[src/logic/i2cack_consts.vh]
// Constants for the acknowledge sequencer: register map, fields, reset values
`ifndef I2CACK_CONSTS_VH
`define I2CACK_CONSTS_VH
`define IA_ADDR_W 12
`define IA_OFF_CTRL2 12'h000
`define IA_OFF_BUF 12'h004
`define IA_OFF_STAT 12'h008
`define IA_OFF_BAUD 12'h00C
`define IA_BIT_ACK_SEQUENCE_ENABLE 4
`define IA_BIT_ACK_DATA_VALUE 5
`define IA_BIT_WRITE_COLLISION_FLAG 0
`define IA_BIT_BUSY 1
`define IA_BIT_SCLIN 2
`define IA_BIT_SDAIN 3
`define IA_BAUD_W 8
`define IA_BAUD_RST 8'h09
`define IA_BUF_RST 8'h00
`define IA_ZERO32 32'h00000000
`endif

[src/logic/i2cack_brg.v]
// Baud rate generator: reloadable down counter with rollover pulse
`timescale 1ns/10ps
`default_nettype none
module i2cack_brg #(
  parameter WIDTH = 8
) (
  input wire clk,
  input wire rst_n,
  input wire run,
  input wire reload,
  input wire [WIDTH-1:0] period,
  output wire rollover
);
  reg [WIDTH-1:0] cnt_reg;
  reg [WIDTH-1:0] cnt_next;
  assign rollover = run && !reload && (cnt_reg == {WIDTH{1'b0}});
  always @* begin
    cnt_next = cnt_reg;
    if (!run || reload || rollover) begin
      cnt_next = period;
    end else begin
      cnt_next = cnt_reg - {{(WIDTH-1){1'b0}}, 1'b1};
    end
  end
  always @(posedge clk or negedge rst_n) begin
    if (!rst_n) begin
      cnt_reg <= {WIDTH{1'b0}};
    end else begin
      cnt_reg <= cnt_next;
    end
  end
endmodule // i2cack_brg
`default_nettype wire

[src/logic/i2cack_top.v]
// Acknowledge sequencer of a two-wire bus master with APB registers
//
// The APB interface to the registers and the placing of the registers were decided locally.
`timescale 1ns/10ps
`default_nettype none
`include "i2cack_consts.vh"
module i2cack_top #(
  parameter BAUD_W = `IA_BAUD_W
) (
  input wire REF_CLK,
  input wire RST_N,
  input wire PSEL,
  input wire PENABLE,
  input wire PWRITE,
  input wire [`IA_ADDR_W-1:0] PADDR,
  input wire [31:0] PWDATA,
  output reg [31:0] PRDATA,
  output wire PREADY,
  output wire PSLVERR,
  input wire SCL_IN,
  output wire SCL_OUT,
  output wire SCL_OE,
  input wire SDA_IN,
  output wire SDA_OUT,
  output wire SDA_OE
);
  localparam S_IDLE = 4'b0001;
  localparam S_LOW = 4'b0010;
  localparam S_WAITH = 4'b0100;
  localparam S_HIGH = 4'b1000;

  reg [3:0] state_reg;
  reg [3:0] state_next;
  reg ack_sequence_enable_reg;
  reg ack_data_value_reg;
  reg write_collision_flag_reg;
  reg [7:0] shift_transfer_buffer_reg;
  reg [BAUD_W-1:0] baud_reg;
  reg scl_low_reg;
  reg sda_low_reg;
  wire brg_roll;
  wire brg_run;
  wire brg_reload;

  function is_addr;
    input [`IA_ADDR_W-1:0] a;
    input [`IA_ADDR_W-1:0] b;
    begin
      is_addr = (a == b);
    end
  endfunction

  function ack_data_from_write;
    input [31:0] d;
    begin
      ack_data_from_write = d[`IA_BIT_ACK_DATA_VALUE];
    end
  endfunction

  wire wr_en = PSEL && PENABLE && PWRITE;
  wire busy = (state_reg != S_IDLE);
  wire start_seq = wr_en && is_addr(PADDR, `IA_OFF_CTRL2) && PWDATA[`IA_BIT_ACK_SEQUENCE_ENABLE] && !busy;
  wire buf_wr = wr_en && is_addr(PADDR, `IA_OFF_BUF);
  wire mapped = is_addr(PADDR, `IA_OFF_CTRL2) || is_addr(PADDR, `IA_OFF_BUF) ||
                is_addr(PADDR, `IA_OFF_STAT) || is_addr(PADDR, `IA_OFF_BAUD);

  // Zero wait states; unmapped accesses report an error
  assign PREADY = 1'b1;
  assign PSLVERR = PSEL && PENABLE && !mapped;

  // Generator runs only while a phase is being timed; reload input tied off, period reloaded while stopped
  assign brg_run = (state_reg == S_LOW) || (state_reg == S_HIGH);
  assign brg_reload = 1'b0;

  i2cack_brg #(.WIDTH(BAUD_W)) u_brg (
    .clk(REF_CLK),
    .rst_n(RST_N),
    .run(brg_run),
    .reload(brg_reload),
    .period(baud_reg),
    .rollover(brg_roll)
  );

  always @* begin
    state_next = state_reg;
    case (state_reg)
      S_IDLE: begin
        if (start_seq) begin
          state_next = S_LOW;
        end
      end
      S_LOW: begin
        if (brg_roll) begin
          state_next = S_WAITH;
        end
      end
      S_WAITH: begin
        // Another party may stretch the clock; no timeout by design
        if (SCL_IN) begin
          state_next = S_HIGH;
        end
      end
      S_HIGH: begin
        if (brg_roll) begin
          state_next = S_IDLE;
        end
      end
      default: begin
        state_next = S_IDLE;
      end
    endcase
  end

  always @(posedge REF_CLK or negedge RST_N) begin
    if (!RST_N) begin
      state_reg <= S_IDLE;
      ack_sequence_enable_reg <= 1'b0;
      ack_data_value_reg <= 1'b0;
      write_collision_flag_reg <= 1'b0;
      shift_transfer_buffer_reg <= `IA_BUF_RST;
      baud_reg <= `IA_BAUD_RST;
      scl_low_reg <= 1'b0;
      sda_low_reg <= 1'b0;
    end else begin
      state_reg <= state_next;
      if (start_seq) begin
        ack_sequence_enable_reg <= 1'b1;
      end else if (state_reg == S_HIGH && brg_roll) begin
        ack_sequence_enable_reg <= 1'b0;
      end
      // Ack data held in the same write as enable is taken in the same cycle
      if (wr_en && is_addr(PADDR, `IA_OFF_CTRL2) && !busy) begin
        ack_data_value_reg <= PWDATA[`IA_BIT_ACK_DATA_VALUE];
      end
      if (wr_en && is_addr(PADDR, `IA_OFF_BAUD) && !busy) begin
        baud_reg <= PWDATA[BAUD_W-1:0];
      end
      if (buf_wr && busy) begin
        write_collision_flag_reg <= 1'b1;
      end else if (wr_en && is_addr(PADDR, `IA_OFF_STAT) && PWDATA[`IA_BIT_WRITE_COLLISION_FLAG]) begin
        write_collision_flag_reg <= 1'b0;
      end
      if (buf_wr && !busy) begin
        shift_transfer_buffer_reg <= PWDATA[7:0];
      end
      // SCL low in low phase and again at the end; released after first period
      if (start_seq) begin
        scl_low_reg <= 1'b1;
        sda_low_reg <= !ack_data_from_write(PWDATA);
      end else if (state_reg == S_LOW && brg_roll) begin
        scl_low_reg <= 1'b0;
      end else if (state_reg == S_HIGH && brg_roll) begin
        scl_low_reg <= 1'b1;
      end
    end
  end

  // Open drain: output value always low, enable means pulling low
  assign SCL_OUT = 1'b0;
  assign SCL_OE = scl_low_reg;
  assign SDA_OUT = 1'b0;
  assign SDA_OE = sda_low_reg && busy;

  always @* begin
    PRDATA = `IA_ZERO32;
    if (is_addr(PADDR, `IA_OFF_CTRL2)) begin
      PRDATA[`IA_BIT_ACK_SEQUENCE_ENABLE] = ack_sequence_enable_reg;
      PRDATA[`IA_BIT_ACK_DATA_VALUE] = ack_data_value_reg;
    end else if (is_addr(PADDR, `IA_OFF_BUF)) begin
      PRDATA[7:0] = shift_transfer_buffer_reg;
    end else if (is_addr(PADDR, `IA_OFF_STAT)) begin
      PRDATA[`IA_BIT_WRITE_COLLISION_FLAG] = write_collision_flag_reg;
      PRDATA[`IA_BIT_BUSY] = busy;
      PRDATA[`IA_BIT_SCLIN] = SCL_IN;
      PRDATA[`IA_BIT_SDAIN] = SDA_IN;
    end else if (is_addr(PADDR, `IA_OFF_BAUD)) begin
      PRDATA[BAUD_W-1:0] = baud_reg;
    end
  end
endmodule // i2cack_top
`default_nettype wire

[config.mk]
export PLATFORM = sky130hd
export DESIGN_NAME = i2cack_top
export DESIGN_NICKNAME = d
export VERILOG_FILES = /design/src/logic/i2cack_brg.v /design/src/logic/i2cack_top.v
export VERILOG_INCLUDE_DIRS = /design/src /design/src/logic
export SDC_FILE = /design/constraint.sdc
export NUM_CORES = 1
export LEC_CHECK = 0
export BUFFER_PORTS_ARGS = -buffer_cell sky130_fd_sc_hd__clkbuf_2
export CORE_ASPECT_RATIO = 0.8
export CORE_MARGIN = 5
export CORE_UTILIZATION = 40
export CTS_BUF_LIST = sky130_fd_sc_hd__clkbuf_16
export DETAILED_ROUTE_END_ITERATION = 10
export GPL_TIMING_DRIVEN = 1
export PLACE_DENSITY = 0.75
export RECOVER_POWER = 50
export SLEW_MARGIN = 20
export SYNTH_ARGS = -nofsm -noshare
export SYNTH_HDL_FRONTEND = slang
export SYNTH_SLANG_ARGS = --single-unit
[constraint.sdc]
create_clock -name REF_CLK -period 5.5 [get_ports REF_CLK]
set_input_delay 0.825 -clock REF_CLK [delete_from_list [all_inputs] [get_ports REF_CLK]]
set_output_delay 0.825 -clock REF_CLK [all_outputs]
set_load 0.01 [all_outputs]
== Word level (Yosys, flattened, before mapping) ==
Index checks and enable logic that the tools add are counted.

* Word-level logic and storage cells: 75
* Register bits after elaboration: 33

* Add/subtract/negate cells: 1
* Reduce and logical (&&, ||, !) cells: 33
* Muxes and demuxes: 20
* Eq/ne operators: 12

{| class="wikitable"
|+ Operators by type and width
! operator !! count
|-
| $mux W4 || 7
|-
| $eq A12 B4 Y1 const B || 2
|-
| $mux W8 || 3
|-
| $logic_and A1 B1 Y1 || 18
|-
| $pmux W4 S4 || 1
|-
| $eq A12 B3 Y1 const B || 1
|-
| $logic_not A12 Y1 || 1
|-
| $logic_not A8 Y1 || 1
|-
| $ne A2 B2 Y1 const B || 4
|-
| $sub A8 B1 Y8 const B || 1
|-
| $mux W1 || 7
|-
| $logic_or A1 B1 Y1 || 5
|-
| $eq A4 B1 Y1 const B || 1
|-
| $eq A4 B2 Y1 const B || 1
|-
| $eq A4 B3 Y1 const B || 1
|-
| $eq A4 B4 Y1 const B || 1
|-
| $logic_not A1 Y1 || 4
|-
| $mux W2 || 2
|-
| $ne A4 B1 Y1 const B || 1
|-
| $reduce_and A4 Y1 || 1
|-
| $reduce_bool A2 Y1 || 2
|-
| $reduce_bool A3 Y1 || 1
|}

== Depth between registers and ports, before layout ==
Gate-level depths: netlist of the first run.

* Word-level depth: 7
* Gate-level depth with buffers: 7

== By module ==
Synthesis of the first run repeated with hierarchy kept, for this count alone.

* Cells, all modules: 197
* Area total of the unflattened synthesis: 2,054.5 um^2

{| class="wikitable"
|+ Modules (own cells, without submodules)
! module !! cells an instance !! times used !! area each (um^2)
|-
| i2cack_top || 151 || 1 || 1,531.5
|-
| i2cack_brg || 46 || 1 || 523.0
|}

== Worst setup path after synthesis of the first run ==
OpenSTA, ideal clock, no wires.

* Path kind: input-to-output
* Start: input port PADDR[2]
* End: output port PRDATA[0]
* Buffers on the path: 2
* Cell stages on the path: 6
* Setup slack: 2.842 ns
* Arrival time: 1.833 ns
* Cells stage by stage: clkbuf_1 > clkbuf_1 > mux2i_1 > nor2_1 > a21oi_1 > nor2_1

* Cells in the longest elaborated chain, start to end: 5

{| class="wikitable"
|+ Ends and longest elaborated chain
! item !! RTL line !! source
|-
| start: declaration || i2cack_top.v:15 || <nowiki>input wire [`IA_ADDR_W-1:0] PADDR,</nowiki>
|-
| $eq A12 B4 Y1 || i2cack_top.v:49 || <nowiki>is_addr = (a == b);</nowiki>
|-
| $mux W8 || i2cack_top.v:176 || <nowiki>end else if (is_addr(PADDR, `IA_OFF_BAUD)) begin</nowiki>
|-
| $mux W4 || i2cack_top.v:171 || <nowiki>end else if (is_addr(PADDR, `IA_OFF_STAT)) begin</nowiki>
|-
| $mux W8 || i2cack_top.v:169 || <nowiki>end else if (is_addr(PADDR, `IA_OFF_BUF)) begin</nowiki>
|-
| $mux W4 * || i2cack_top.v:166 || <nowiki>if (is_addr(PADDR, `IA_OFF_CTRL2)) begin</nowiki>
|-
| end: declaration || i2cack_top.v:17 || <nowiki>output reg [31:0] PRDATA,</nowiki>
|}

Mark *: on every way between the ends. The rest lies on a longest branch, timed or not.

== Final worst setup path of the first run ==
* Start: input port PADDR[9]
* End: output port PSLVERR

* Cells in the longest elaborated chain, start to end: 6

{| class="wikitable"
|+ Ends and longest elaborated chain
! item !! RTL line !! source
|-
| $eq A12 B3 Y1 / $logic_not A12 Y1 (equally long branches) || i2cack_top.v:49 ||
|-
| $logic_or A1 B1 Y1 (2 in series) || i2cack_top.v:64 || <nowiki>wire mapped = is_addr(PADDR, `IA_OFF_CTRL2) || is_addr(PADDR, `IA_OFF_BUF) ||</nowiki>
|-
| $logic_or A1 B1 Y1 * || i2cack_top.v:64 ||
|-
| $logic_not A1 Y1 * || i2cack_top.v:69 || <nowiki>assign PSLVERR = PSEL && PENABLE && !mapped;</nowiki>
|-
| $logic_and A1 B1 Y1 * || i2cack_top.v:69 ||
|-
| end: declaration || i2cack_top.v:19 || <nowiki>output wire PSLVERR,</nowiki>
|}

Marks and branches as above.

==> flow_metrics.py, run 1 <==
metrics = {
    "synth": {
        "ys_warn_count": 0,
        "synth_ff_type": "dfrtp_1",
        "netlist_instances": 204,
        "synth_cell_types": 42,
        "avgSynthCellArea_um2": 9.81,
        "synth_edf_count": 0,
        "ys_top_cells_by_count": "dfrtp_1, nor2_1, buf_4, a21oi_1",
        "syn-cell-area_um2": 2000,
        "synth_area_leaders": "dfrtp_1, buf_4, mux2_4",
        "ys_seq_area_share_pct": 41.4,
        "synth_top_area_cell": "dfrtp_1",
        "synth_top_area_share_pct": 37.5,
        "ys_ff_latch": 33,
        "synth-async-reset-ratio_pct": 100,
    },
    "layout": {
        "multiInputGateArea_um2": 1000,
        "fin_cells": 301,
        "layout-drive-gt1-share_pct": 27.2,
        "diodes": 0,
        "nNetsFinal": 291,
        "regArea_um2": 830,
        "num-fill-cells": 474,
        "syn_to_final_growth_pct": 12.5,
        "post-route-util_pct": 45.8,
    },
    "clock_tree": {
        "cts_resized": 0,
        "htree_levels": 2,
        "cts_root_buf": "clkbuf_16",
        "tritoncts": "done",
        "cts.sinks": 33,
        "clkTransAtPathRegs_ps": 50,
        "clk_latency_ps": 280,
        "post_cts.repair.setup_buffers": 0,
        "clockBufferDepth": 2,
        "cts-buffers-inserted": 5,
        "postCtsHoldBufs": 0,
    },
    "grt": {
        "grt_busiest_layer": "met2",
        "use_met3_pct": 4.93,
        "grt_pass1_vias": 1524,
        "gr-total-overflow": 0,
        "grtUsageMet2_pct": 22.6,
        "groute.usage.overall_pct": 14.9,
        "antenna_found_initial": 0,
        "use_met1_pct": 19.8,
        "grt_pass1_wl_um": 7390,
        "grt_max_degree": 34,
    },
    "pwr": {
        "powerDensity_nw_per_um2": 241,
        "finalPower_mw": 0.542,
        "ir_drop_v": 0.000127,
        "leakagePower_nw": 1.18,
    },
    "die": {
        "rows": 23,
        "core_um2": 4920,
        "die-area_um2": 6530,
        "ios": 89,
        "start_util_pct": 40.7,
        "die_w_um": 89.1,
        "die_h_um": 73.3,
    },
    "place": {
        "dp_cells": 293,
        "hpwl_um": 3250,
        "io_buffers": 37,
        "dp_slack_ps": 2520,
        "gp_congestion": 0.792,
    },
    "worst_setup_path": {
        "worstPathRequired_ps": 4680,
        "startpoint_type": "input pin",
        "critPathArrivalTime_ps": 2150,
        "path_class": "in2out",
        "path_max_fanout": 11,
        "end_kind": "primary output",
    },
    "route": {
        "final_antenna_net_count": 0,
        "num_vias": 1517,
        "drc": 0,
        "wl_per_cell_um": 14.7,
        "wl_um": 4430,
        "drt_iter0_drc": 74,
        "vias_per_cell": 5.04,
        "first_pass_iters": 4,
    },
    "sta": {
        "post-route-period-util_pct": 54.1,
        "slew_violations": 34,
        "finClkSkew_ps": 5.72,
        "rsz0062_at_grt": "no",
        "hold_viol_final": 0,
        "fmax_mhz": 336,
        "fin_ws_ps": 2520,
        "fin_setup_tns_ps": 0,
        "setup_viol": 0,
        "max_slew_margin_pct": -20.1,
        "max_slew.worst_pin.slew_ps": 1800,
        "min_period_ps": 2980,
    },
    "run": {
        "maxCapViolCount": 1,
    },
    "status": {
        "violations": "max-capacitance violations, max-slew violations",
        "run_status": "finished, violations left",
    },
    "min_path": {
        "hold_class": "reg2reg",
    },
}
[where the power goes]
part | switching, mW | internal (mW)
sequential | 0.000215 | 0.243
clock | 0.0982 | 0.163
combinational | 0.0262 | 0.0108
[stage by stage]
| step | hold slack [ps] | cell area (um^2) |
|---|---|---|
| global route | 518 | 2250 |
| CTS | 513 | 2250 |
| finish | 509 | 2250 |
| detailed placement | 497 | 2110 |
| floorplan | 453 | 2100 |
| global placement | 490 | 2110 |
[worst max-delay path, cell delays in order]
cell	delay, ps
clkbuf_2	80
nor4_1	330
nand3_1	440
and3_1	350
clkbuf_2	120
[cell type report]
| class | instances | area share (%) |
|---|---|---|
| flip-flops and latches | 33 | 36.8 |
| repair buffers | 37 | 8.11 |
| clock buffers | 5 | 5.56 |
| well taps | 62 | 3.44 |
| multi-input cells | 155 | 44.5 |
| clock inverters | 3 | 0.556 |
| inverters | 6 | 1.00 |
[layout by cell type, fill, tap and decap left out, drive strengths merged, types with 3 or more instances in the layout]
master	count
a21oi	13
a31oi	4
clkbuf	42
clkinv	3
conb	27
dfrtp	30
dfstp	3
inv	6
mux2	17
mux2i	8
nand2	9
nand3	4
nand4	3
nor2	30
nor3	4
nor4	6
xnor2	3
xor2	4
[routing by layer]
metal | vias up | part of all wire [%] | routed length (um)
li1 | 720 | - | -
met1 | 750 | 44 | 1930
met2 | 41 | 49 | 2150
met3 | 6 | 6.6 | 292
met4 | 0 | 1.4 | 60
met5 | - | 0 | 0
[worst paths after layout]
path	depth (start not counted)	end	from	slack (ps)
hold / removal	1	shift_transfer_buffer_reg[6]$_DFFE_PN0P_	shift_transfer_buffer_reg[6]$_DFFE_PN0P_	510
setup / recovery	5	PSLVERR	PADDR[9]	2520
setup reg to reg	3	baud_reg[7]$_DFFE_PN0P_	state_reg[1]$_DFFE_PN0P_	3120
hold reg to reg	1	shift_transfer_buffer_reg[6]$_DFFE_PN0P_	shift_transfer_buffer_reg[6]$_DFFE_PN0P_	510
min in group asynchronous	1	baud_reg[6]$_DFFE_PN0P_	RST_N	1030
max in group asynchronous	1	sda_low_reg$_DFFE_PN0P_	RST_N	3420
[cells by family after synthesis]
family	share of synthesized area, %
fa+ha+maj	1.25
simple gates	17.8
flops	41.4
compound gates	7.50
other cells	0.375
buf+inv	13.6
mux	15.1
xor+xnor	3.06
(Power assumes the default switching activity.)
==> run 2: changes to the inputs <==
==> constraint.sdc (replaced) <==
create_clock -name REF_CLK -period 2.8 [get_ports REF_CLK]
set_input_delay 0.42 -clock REF_CLK [delete_from_list [all_inputs] [get_ports REF_CLK]]
set_output_delay 0.42 -clock REF_CLK [all_outputs]
set_load 0.01 [all_outputs]
==> run 2 against run 1 <==
The flow still finishes with violations (max-capacitance violations, max-slew violations). Die area is the same. Clock-buffer cell count is the same. Clock skew grew 1.0 ps. Final cell count grew 0.66%. Register-to-register slack lost 2700 ps. Via count shrank 3.4%. Combinational power grew 96%. Worst hold slack lost 130 ps. Sequential power grew 96%. Flip-flop and latch count is the same. Non-clock buffer count grew 2. Critical path type is now reg2out. Critical endpoint is now PRDATA[1].
==> flow_metrics.py, run 2 (same netlist as run 1, synthesis figures left out) <==
metrics = {
    "status": {
        "run_status": "finished, violations left",
        "violations": "max-capacitance violations, max-slew violations",
    },
    "clock_tree": {
        "cts.sinks": 33,
        "tritoncts": "done",
        "clockBufferDepth": 2,
        "postCtsHoldBufs": 0,
        "clk_latency_ps": 280,
        "post_cts.repair.setup_buffers": 0,
        "clkTransAtPathRegs_ps": 50,
        "cts_root_buf": "clkbuf_16",
        "cts-buffers-inserted": 5,
        "htree_levels": 2,
        "cts_resized": 0,
    },
    "die": {
        "start_util_pct": 40.7,
        "core_um2": 4920,
        "die-area_um2": 6530,
        "rows": 23,
        "die_h_um": 73.3,
        "ios": 89,
        "die_w_um": 89.1,
    },
    "place": {
        "dp_slack_ps": 428,
        "gp_congestion": 0.784,
        "hpwl_um": 3160,
        "io_buffers": 37,
    },
    "sta": {
        "max_slew_margin_pct": -18.8,
        "fmax_mhz": 415,
        "rsz0062_at_grt": "no",
        "finClkSkew_ps": 6.74,
        "slew_violations": 34,
        "min_period_ps": 2410,
        "hold_viol_final": 0,
        "fin_ws_ps": 390,
        "max_slew.worst_pin.slew_ps": 1780,
        "setup_viol": 0,
        "fin_setup_tns_ps": 0,
        "post-route-period-util_pct": 86.1,
    },
    "layout": {
        "diodes": 0,
        "mostFrequentLayoutCell": "clkbuf_2",
        "post-route-util_pct": 45.9,
        "syn_to_final_growth_pct": 12.7,
        "final_cell_mix": "clkbuf_2, dfrtp_1, nor2_1, conb_1, a21oi_1",
        "layout-drive-gt1-share_pct": 27.0,
        "nNetsFinal": 293,
    },
    "route": {
        "num_vias": 1465,
        "wl_per_cell_um": 13.8,
        "drt_iter0_drc": 44,
        "vias_per_cell": 4.83,
        "final_antenna_net_count": 0,
        "drc": 0,
        "wl_um": 4170,
        "first_pass_iters": 4,
    },
    "worst_setup_path": {
        "regToRegEndpoint": "shift_transfer_buffer_reg[6]$_DFFE_PN0P_",
        "path_class": "reg2out",
        "cp_slowest_cell": "or4b_1",
        "rr_worst_depth": 3,
        "path_max_fanout": 10,
        "critPathArrivalTime_ps": 1990,
        "slowest_delay_ps": 760,
        "rr_startpoint": "state_reg[1]$_DFFE_PN0P_",
        "crit_chain": "or4b_1, o211ai_1, a21oi_1, clkbuf_2",
        "startpoint": "state_reg[1]$_DFFE_PN0P_",
        "startpoint_type": "register",
        "r2r_slack_ps": 430,
        "end_kind": "primary output",
        "worstPathRequired_ps": 2380,
    },
    "grt": {
        "antenna_found_initial": 0,
        "gr-total-overflow": 0,
        "grt_pass1_wl_um": 6950,
        "grt_pass1_vias": 1426,
        "grt_max_degree": 34,
        "groute.usage.overall_pct": 14.0,
    },
    "pwr": {
        "pwr-share-comb_pct": 6.8,
        "ir_drop_v": 0.000340,
        "clock_power_share_pct": 47.9,
        "power.internal_mw": 0.819,
        "leakagePower_nw": 1.19,
        "seqPwrFrac_pct": 45.3,
        "powerDensity_nw_per_um2": 469,
        "p_sw_mw": 0.239,
        "swShare_pct": 22.6,
    },
    "run": {
        "maxCapViolCount": 1,
    },
    "min_path": {
        "whs_endpoint": "sda_low_reg$_DFFE_PN0P_",
        "hold_class": "in2reg",
        "worstHoldStart": "PWDATA[5]",
        "whs_path_depth": 2,
    },
}
==> run 2: cell types whose count changed in the layout (fill, tap and decap cells not counted), sizes merged <==
cell    before  now
clkinv       3    1
inv          6    8
buf          0    2
==> run 2: worst max-delay path by stage <==
stage               cells past startpoint  slack (ps)                                        to
CTS                                     4         380                                 PRDATA[1]
global placement                        3         470  shift_transfer_buffer_reg[6]$_DFFE_PN0P_
detailed placement                      3         430                   baud_reg[7]$_DFFE_PN0P_
finish                                  4         390                                 PRDATA[1]
floorplan                               6         620  shift_transfer_buffer_reg[0]$_DFFE_PN0P_
global route                            4         260                                 PRDATA[1]
==> run 2: routing by layer <==
| layer | track usage, % | part of all wire, % |
|---|---|---|
| met3 | 5.27 | 7.7 |
| met2 | 20.4 | 45 |
| met1 | 19.6 | 47 |
| met4 | 3.47 | 0.55 |
| met5 | 0 | 0 |
==> run 2: worst max-delay path: cells and delay by family, from the launching register on <==
family	cells	cell delay, ps
buf+inv	1	130
simple gates	1	760
flops	1	480
compound gates	2	340
==> run 2: stage by stage <==
step	power, mW	cell area [um^2]	std cells	hold slack, ps
after global routing	1.12	2260	303	388
after floorplan	0.551	2100	229	124
after global placement	0.558	2120	295	490
after detailed placement	0.558	2120	295	496
after CTS	1.07	2260	303	265
final	1.06	2260	303	377
==> run 2: power by group through the flow <==
| stage | combinational (mW) | clock, mW | sequential [mW] |
|---|---|---|---|
| after floorplan | 0.0647 | 0 | 0.487 |
| after CTS | 0.0720 | 0.524 | 0.479 |
| after global placement | 0.0710 | 0 | 0.487 |
| after global routing | 0.0820 | 0.555 | 0.478 |
| final | 0.0724 | 0.507 | 0.479 |
| after detailed placement | 0.0716 | 0 | 0.487 |
==> run 2: area by class of cell <==
cell class	instances	area (um^2)
fillers	488	2660
multi-input cells	155	995
flip-flops and latches	33	830
repair buffers	39	196
clock buffers	5	125
well taps	62	77.6
inverters	6	22.5
clock inverters	3	11.3
==> run 3: changes to the inputs <==
--- a/config.mk
+++ b/config.mk
@@ -6,6 +6,7 @@
 export SDC_FILE = /design/constraint.sdc
 export NUM_CORES = 1
 export LEC_CHECK = 0
+export ABC_AREA = 1
 export BUFFER_PORTS_ARGS = -buffer_cell sky130_fd_sc_hd__clkbuf_2
 export CORE_ASPECT_RATIO = 0.8
 export CORE_MARGIN = 5
@@ -13,7 +14,7 @@
 export CTS_BUF_LIST = sky130_fd_sc_hd__clkbuf_16
 export DETAILED_ROUTE_END_ITERATION = 10
 export GPL_TIMING_DRIVEN = 1
-export PLACE_DENSITY = 0.75
+export PLACE_DENSITY = 0.74
 export RECOVER_POWER = 50
 export SLEW_MARGIN = 20
 export SYNTH_ARGS = -nofsm -noshare
==> run 3 against run 2 <==
The flow still finishes with violations (max-capacitance violations, max-slew violations). Critical path type is now in2out. Worst setup slack better by 250 ps. Maximum frequency grew 11%. Core utilization up 0.78 points. Via count increased by 17%.
==> flow_metrics.py, run 3 <==
metrics = {
    "status": {
        "run_status": "finished, violations left",
        "violations": "max-capacitance violations, max-slew violations",
    },
    "clock_tree": {
        "clkTransAtPathRegs_ps": 60,
        "clockBufferDepth": 2,
        "cts_resized": 0,
        "postCtsHoldBufs": 0,
        "cts.sinks": 33,
        "post_cts.repair.setup_buffers": 0,
        "cts-buffers-inserted": 5,
        "tritoncts": "done",
        "htree_levels": 2,
        "cts_root_buf": "clkbuf_16",
        "clk_latency_ps": 280,
    },
    "route": {
        "vias_per_cell": 4.52,
        "final_antenna_net_count": 0,
        "wl_um": 4460,
        "drt_iter0_drc": 112,
        "drc": 0,
        "wl_per_cell_um": 11.7,
        "first_pass_iters": 4,
        "num_vias": 1721,
    },
    "layout": {
        "fin_cells": 381,
        "nNetsFinal": 371,
        "mostFrequentLayoutCell": "nand2_1",
        "syn_to_final_growth_pct": 11.0,
        "layout-drive-gt1-share_pct": 19.7,
        "final_cell_mix": "nand2_1, inv_1, clkbuf_2, dfrtp_1, nor2_1",
        "diodes": 0,
    },
    "min_path": {
        "worstHoldStart": "PWDATA[5]",
        "whs_path_depth": 2,
        "whs_endpoint": "sda_low_reg$_DFFE_PN0P_",
        "hold_class": "in2reg",
    },
    "sta": {
        "setup_viol": 0,
        "rsz0062_at_grt": "no",
        "max_slew_margin_pct": -21.5,
        "post-route-period-util_pct": 77.2,
        "min_period_ps": 2160,
        "hold_ws_ps": 354,
        "fin_setup_tns_ps": 0,
        "hold_viol_final": 0,
        "fmax_mhz": 463,
        "finClkSkew_ps": 4.75,
        "fin_ws_ps": 638,
        "max_slew.worst_pin.slew_ps": 1820,
        "slew_violations": 34,
    },
    "die": {
        "start_util_pct": 42.0,
        "die_h_um": 75.4,
        "die_w_um": 91.8,
        "ios": 89,
        "core_um2": 5090,
        "rows": 23,
        "die-area_um2": 6920,
    },
    "pwr": {
        "clock_power_share_pct": 49.5,
        "swShare_pct": 23.8,
        "powerDensity_nw_per_um2": 454,
        "leakagePower_nw": 1.34,
        "seqPwrFrac_pct": 44.3,
        "p_sw_mw": 0.257,
        "pwr-share-comb_pct": 6.2,
        "finalPower_mw": 1.08,
        "ir_drop_v": 0.000259,
        "power.internal_mw": 0.822,
    },
    "worst_setup_path": {
        "r2r_slack_ps": 960,
        "critPathArrivalTime_ps": 1740,
        "end_kind": "primary output",
        "path_class": "in2out",
        "worstPathRequired_ps": 2380,
        "regToRegEndpoint": "state_reg[0]$_DFFE_PN1P_",
        "path_max_fanout": 12,
        "startpoint_type": "input pin",
        "rr_startpoint": "u_brg.cnt_reg[0]$_DFF_PN0_",
        "rr_worst_depth": 7,
    },
    "grt": {
        "grt_pass1_vias": 1644,
        "gr-total-overflow": 0,
        "grt_max_degree": 34,
        "grt_pass1_wl_um": 7670,
        "groute.usage.overall_pct": 14.1,
        "antenna_found_initial": 0,
    },
    "synth": {
        "ys_warn_count": 0,
        "synth_area_leaders": "dfrtp_1, buf_4, nand2_1",
        "ys_seq_area_share_pct": 38.7,
        "ys_top_cells_by_count": "nand2_1, inv_1, dfrtp_1, buf_4, nor2_1",
        "synth_cell_types": 37,
        "synth_ff_type": "dfrtp_1",
        "syn-cell-area_um2": 2140,
        "synth_top_area_share_pct": 35.1,
        "yosysMostFrequentCell": "nand2_1",
        "avgSynthCellArea_um2": 7.65,
        "synth-async-reset-ratio_pct": 100,
        "synth_top_area_cell": "dfrtp_1",
        "synth_edf_count": 0,
        "netlist_instances": 280,
        "ys_ff_latch": 33,
    },
    "place": {
        "io_buffers": 37,
        "gp_congestion": 0.779,
        "dp_slack_ps": 657,
        "dp_cells": 373,
        "hpwl_um": 3390,
    },
    "run": {
        "maxCapViolCount": 1,
    },
}
==> run 3: changes by cell type after synthesis, moves of 6 or more <==
cell	before	now
nand2_1	9	50
inv_1	6	46
o21ai_0	2	17
o21ai_1	0	13
mux2_2	9	0
a21oi_1	13	5
mux2_4	8	0
mux2i_1	8	0
nand3_1	4	10
==> run 3: through the flow <==
stage	util [%]	area, um^2
floorplan	-	2230
global placement	44.1	2250
detailed placement	44.1	2250
CTS	46.9	2390
global route	46.6	2380
finish	46.6	2380
==> run 3: how the worst max path moves through the flow <==
| stage | from | endpoint | cells past startpoint | slack, ps |
|---|---|---|---|---|
| finish | PADDR[7] | PRDATA[1] | 9 | 640 |
| global route | PADDR[0] | PRDATA[1] | 9 | 520 |
| CTS | PADDR[7] | PRDATA[1] | 9 | 630 |
| detailed placement | PADDR[7] | PRDATA[1] | 9 | 660 |
| global placement | PADDR[7] | PRDATA[1] | 9 | 660 |
| floorplan | PADDR[7] | PRDATA[1] | 8 | 1050 |
==> run 3: power by group through the flow <==
stage	registers, mW	clock network [mW]	logic, mW
CTS	0.478	0.547	0.0673
floorplan	0.487	0	0.0597
finish	0.478	0.534	0.0669
global placement	0.487	0	0.0660
detailed placement	0.487	0	0.0669
global route	0.478	0.567	0.0760
==> run 3: critical path, cell delays in order <==
cell,delay [ps]
clkbuf_2,80
nor2_1,90
nand2_1,100
nor2_4,320
nand3_2,240
o21ai_1,150
nor2_1,50
nor2_1,130
clkbuf_2,150
==> run 3: logic make-up (layout without fill, tap and decap cells) <==
group	count (synthesis)	in the layout	share of synthesized area, %
other	2	27	0.351
AO/OA/AOI/OAI	47	47	12.3
buffers and inverters	81	95	20.5
flip-flops	33	33	38.7
AND/OR/NAND/NOR	110	110	24.8
XOR/XNOR	5	5	2.05
adder cells (fa/ha/maj)	2	2	1.17
==> run 3: final cells by class <==
cell class                 count  area [um^2]
clock buffer                   5          125
clock inverter                 3         17.5
fill                         498         2720
inverter                      50          188
multi-input combinational    191          956
sequential                    33          830
tap                           62         77.6
timing repair buffer          37          183
==> run 3: routing by layer <==
layer | track usage, % | part of all wire [%]
met1 | 19.6 | 49
met2 | 21.2 | 43
met3 | 4.94 | 6.2
met4 | 3.79 | 1.6
met5 | 0 | 0
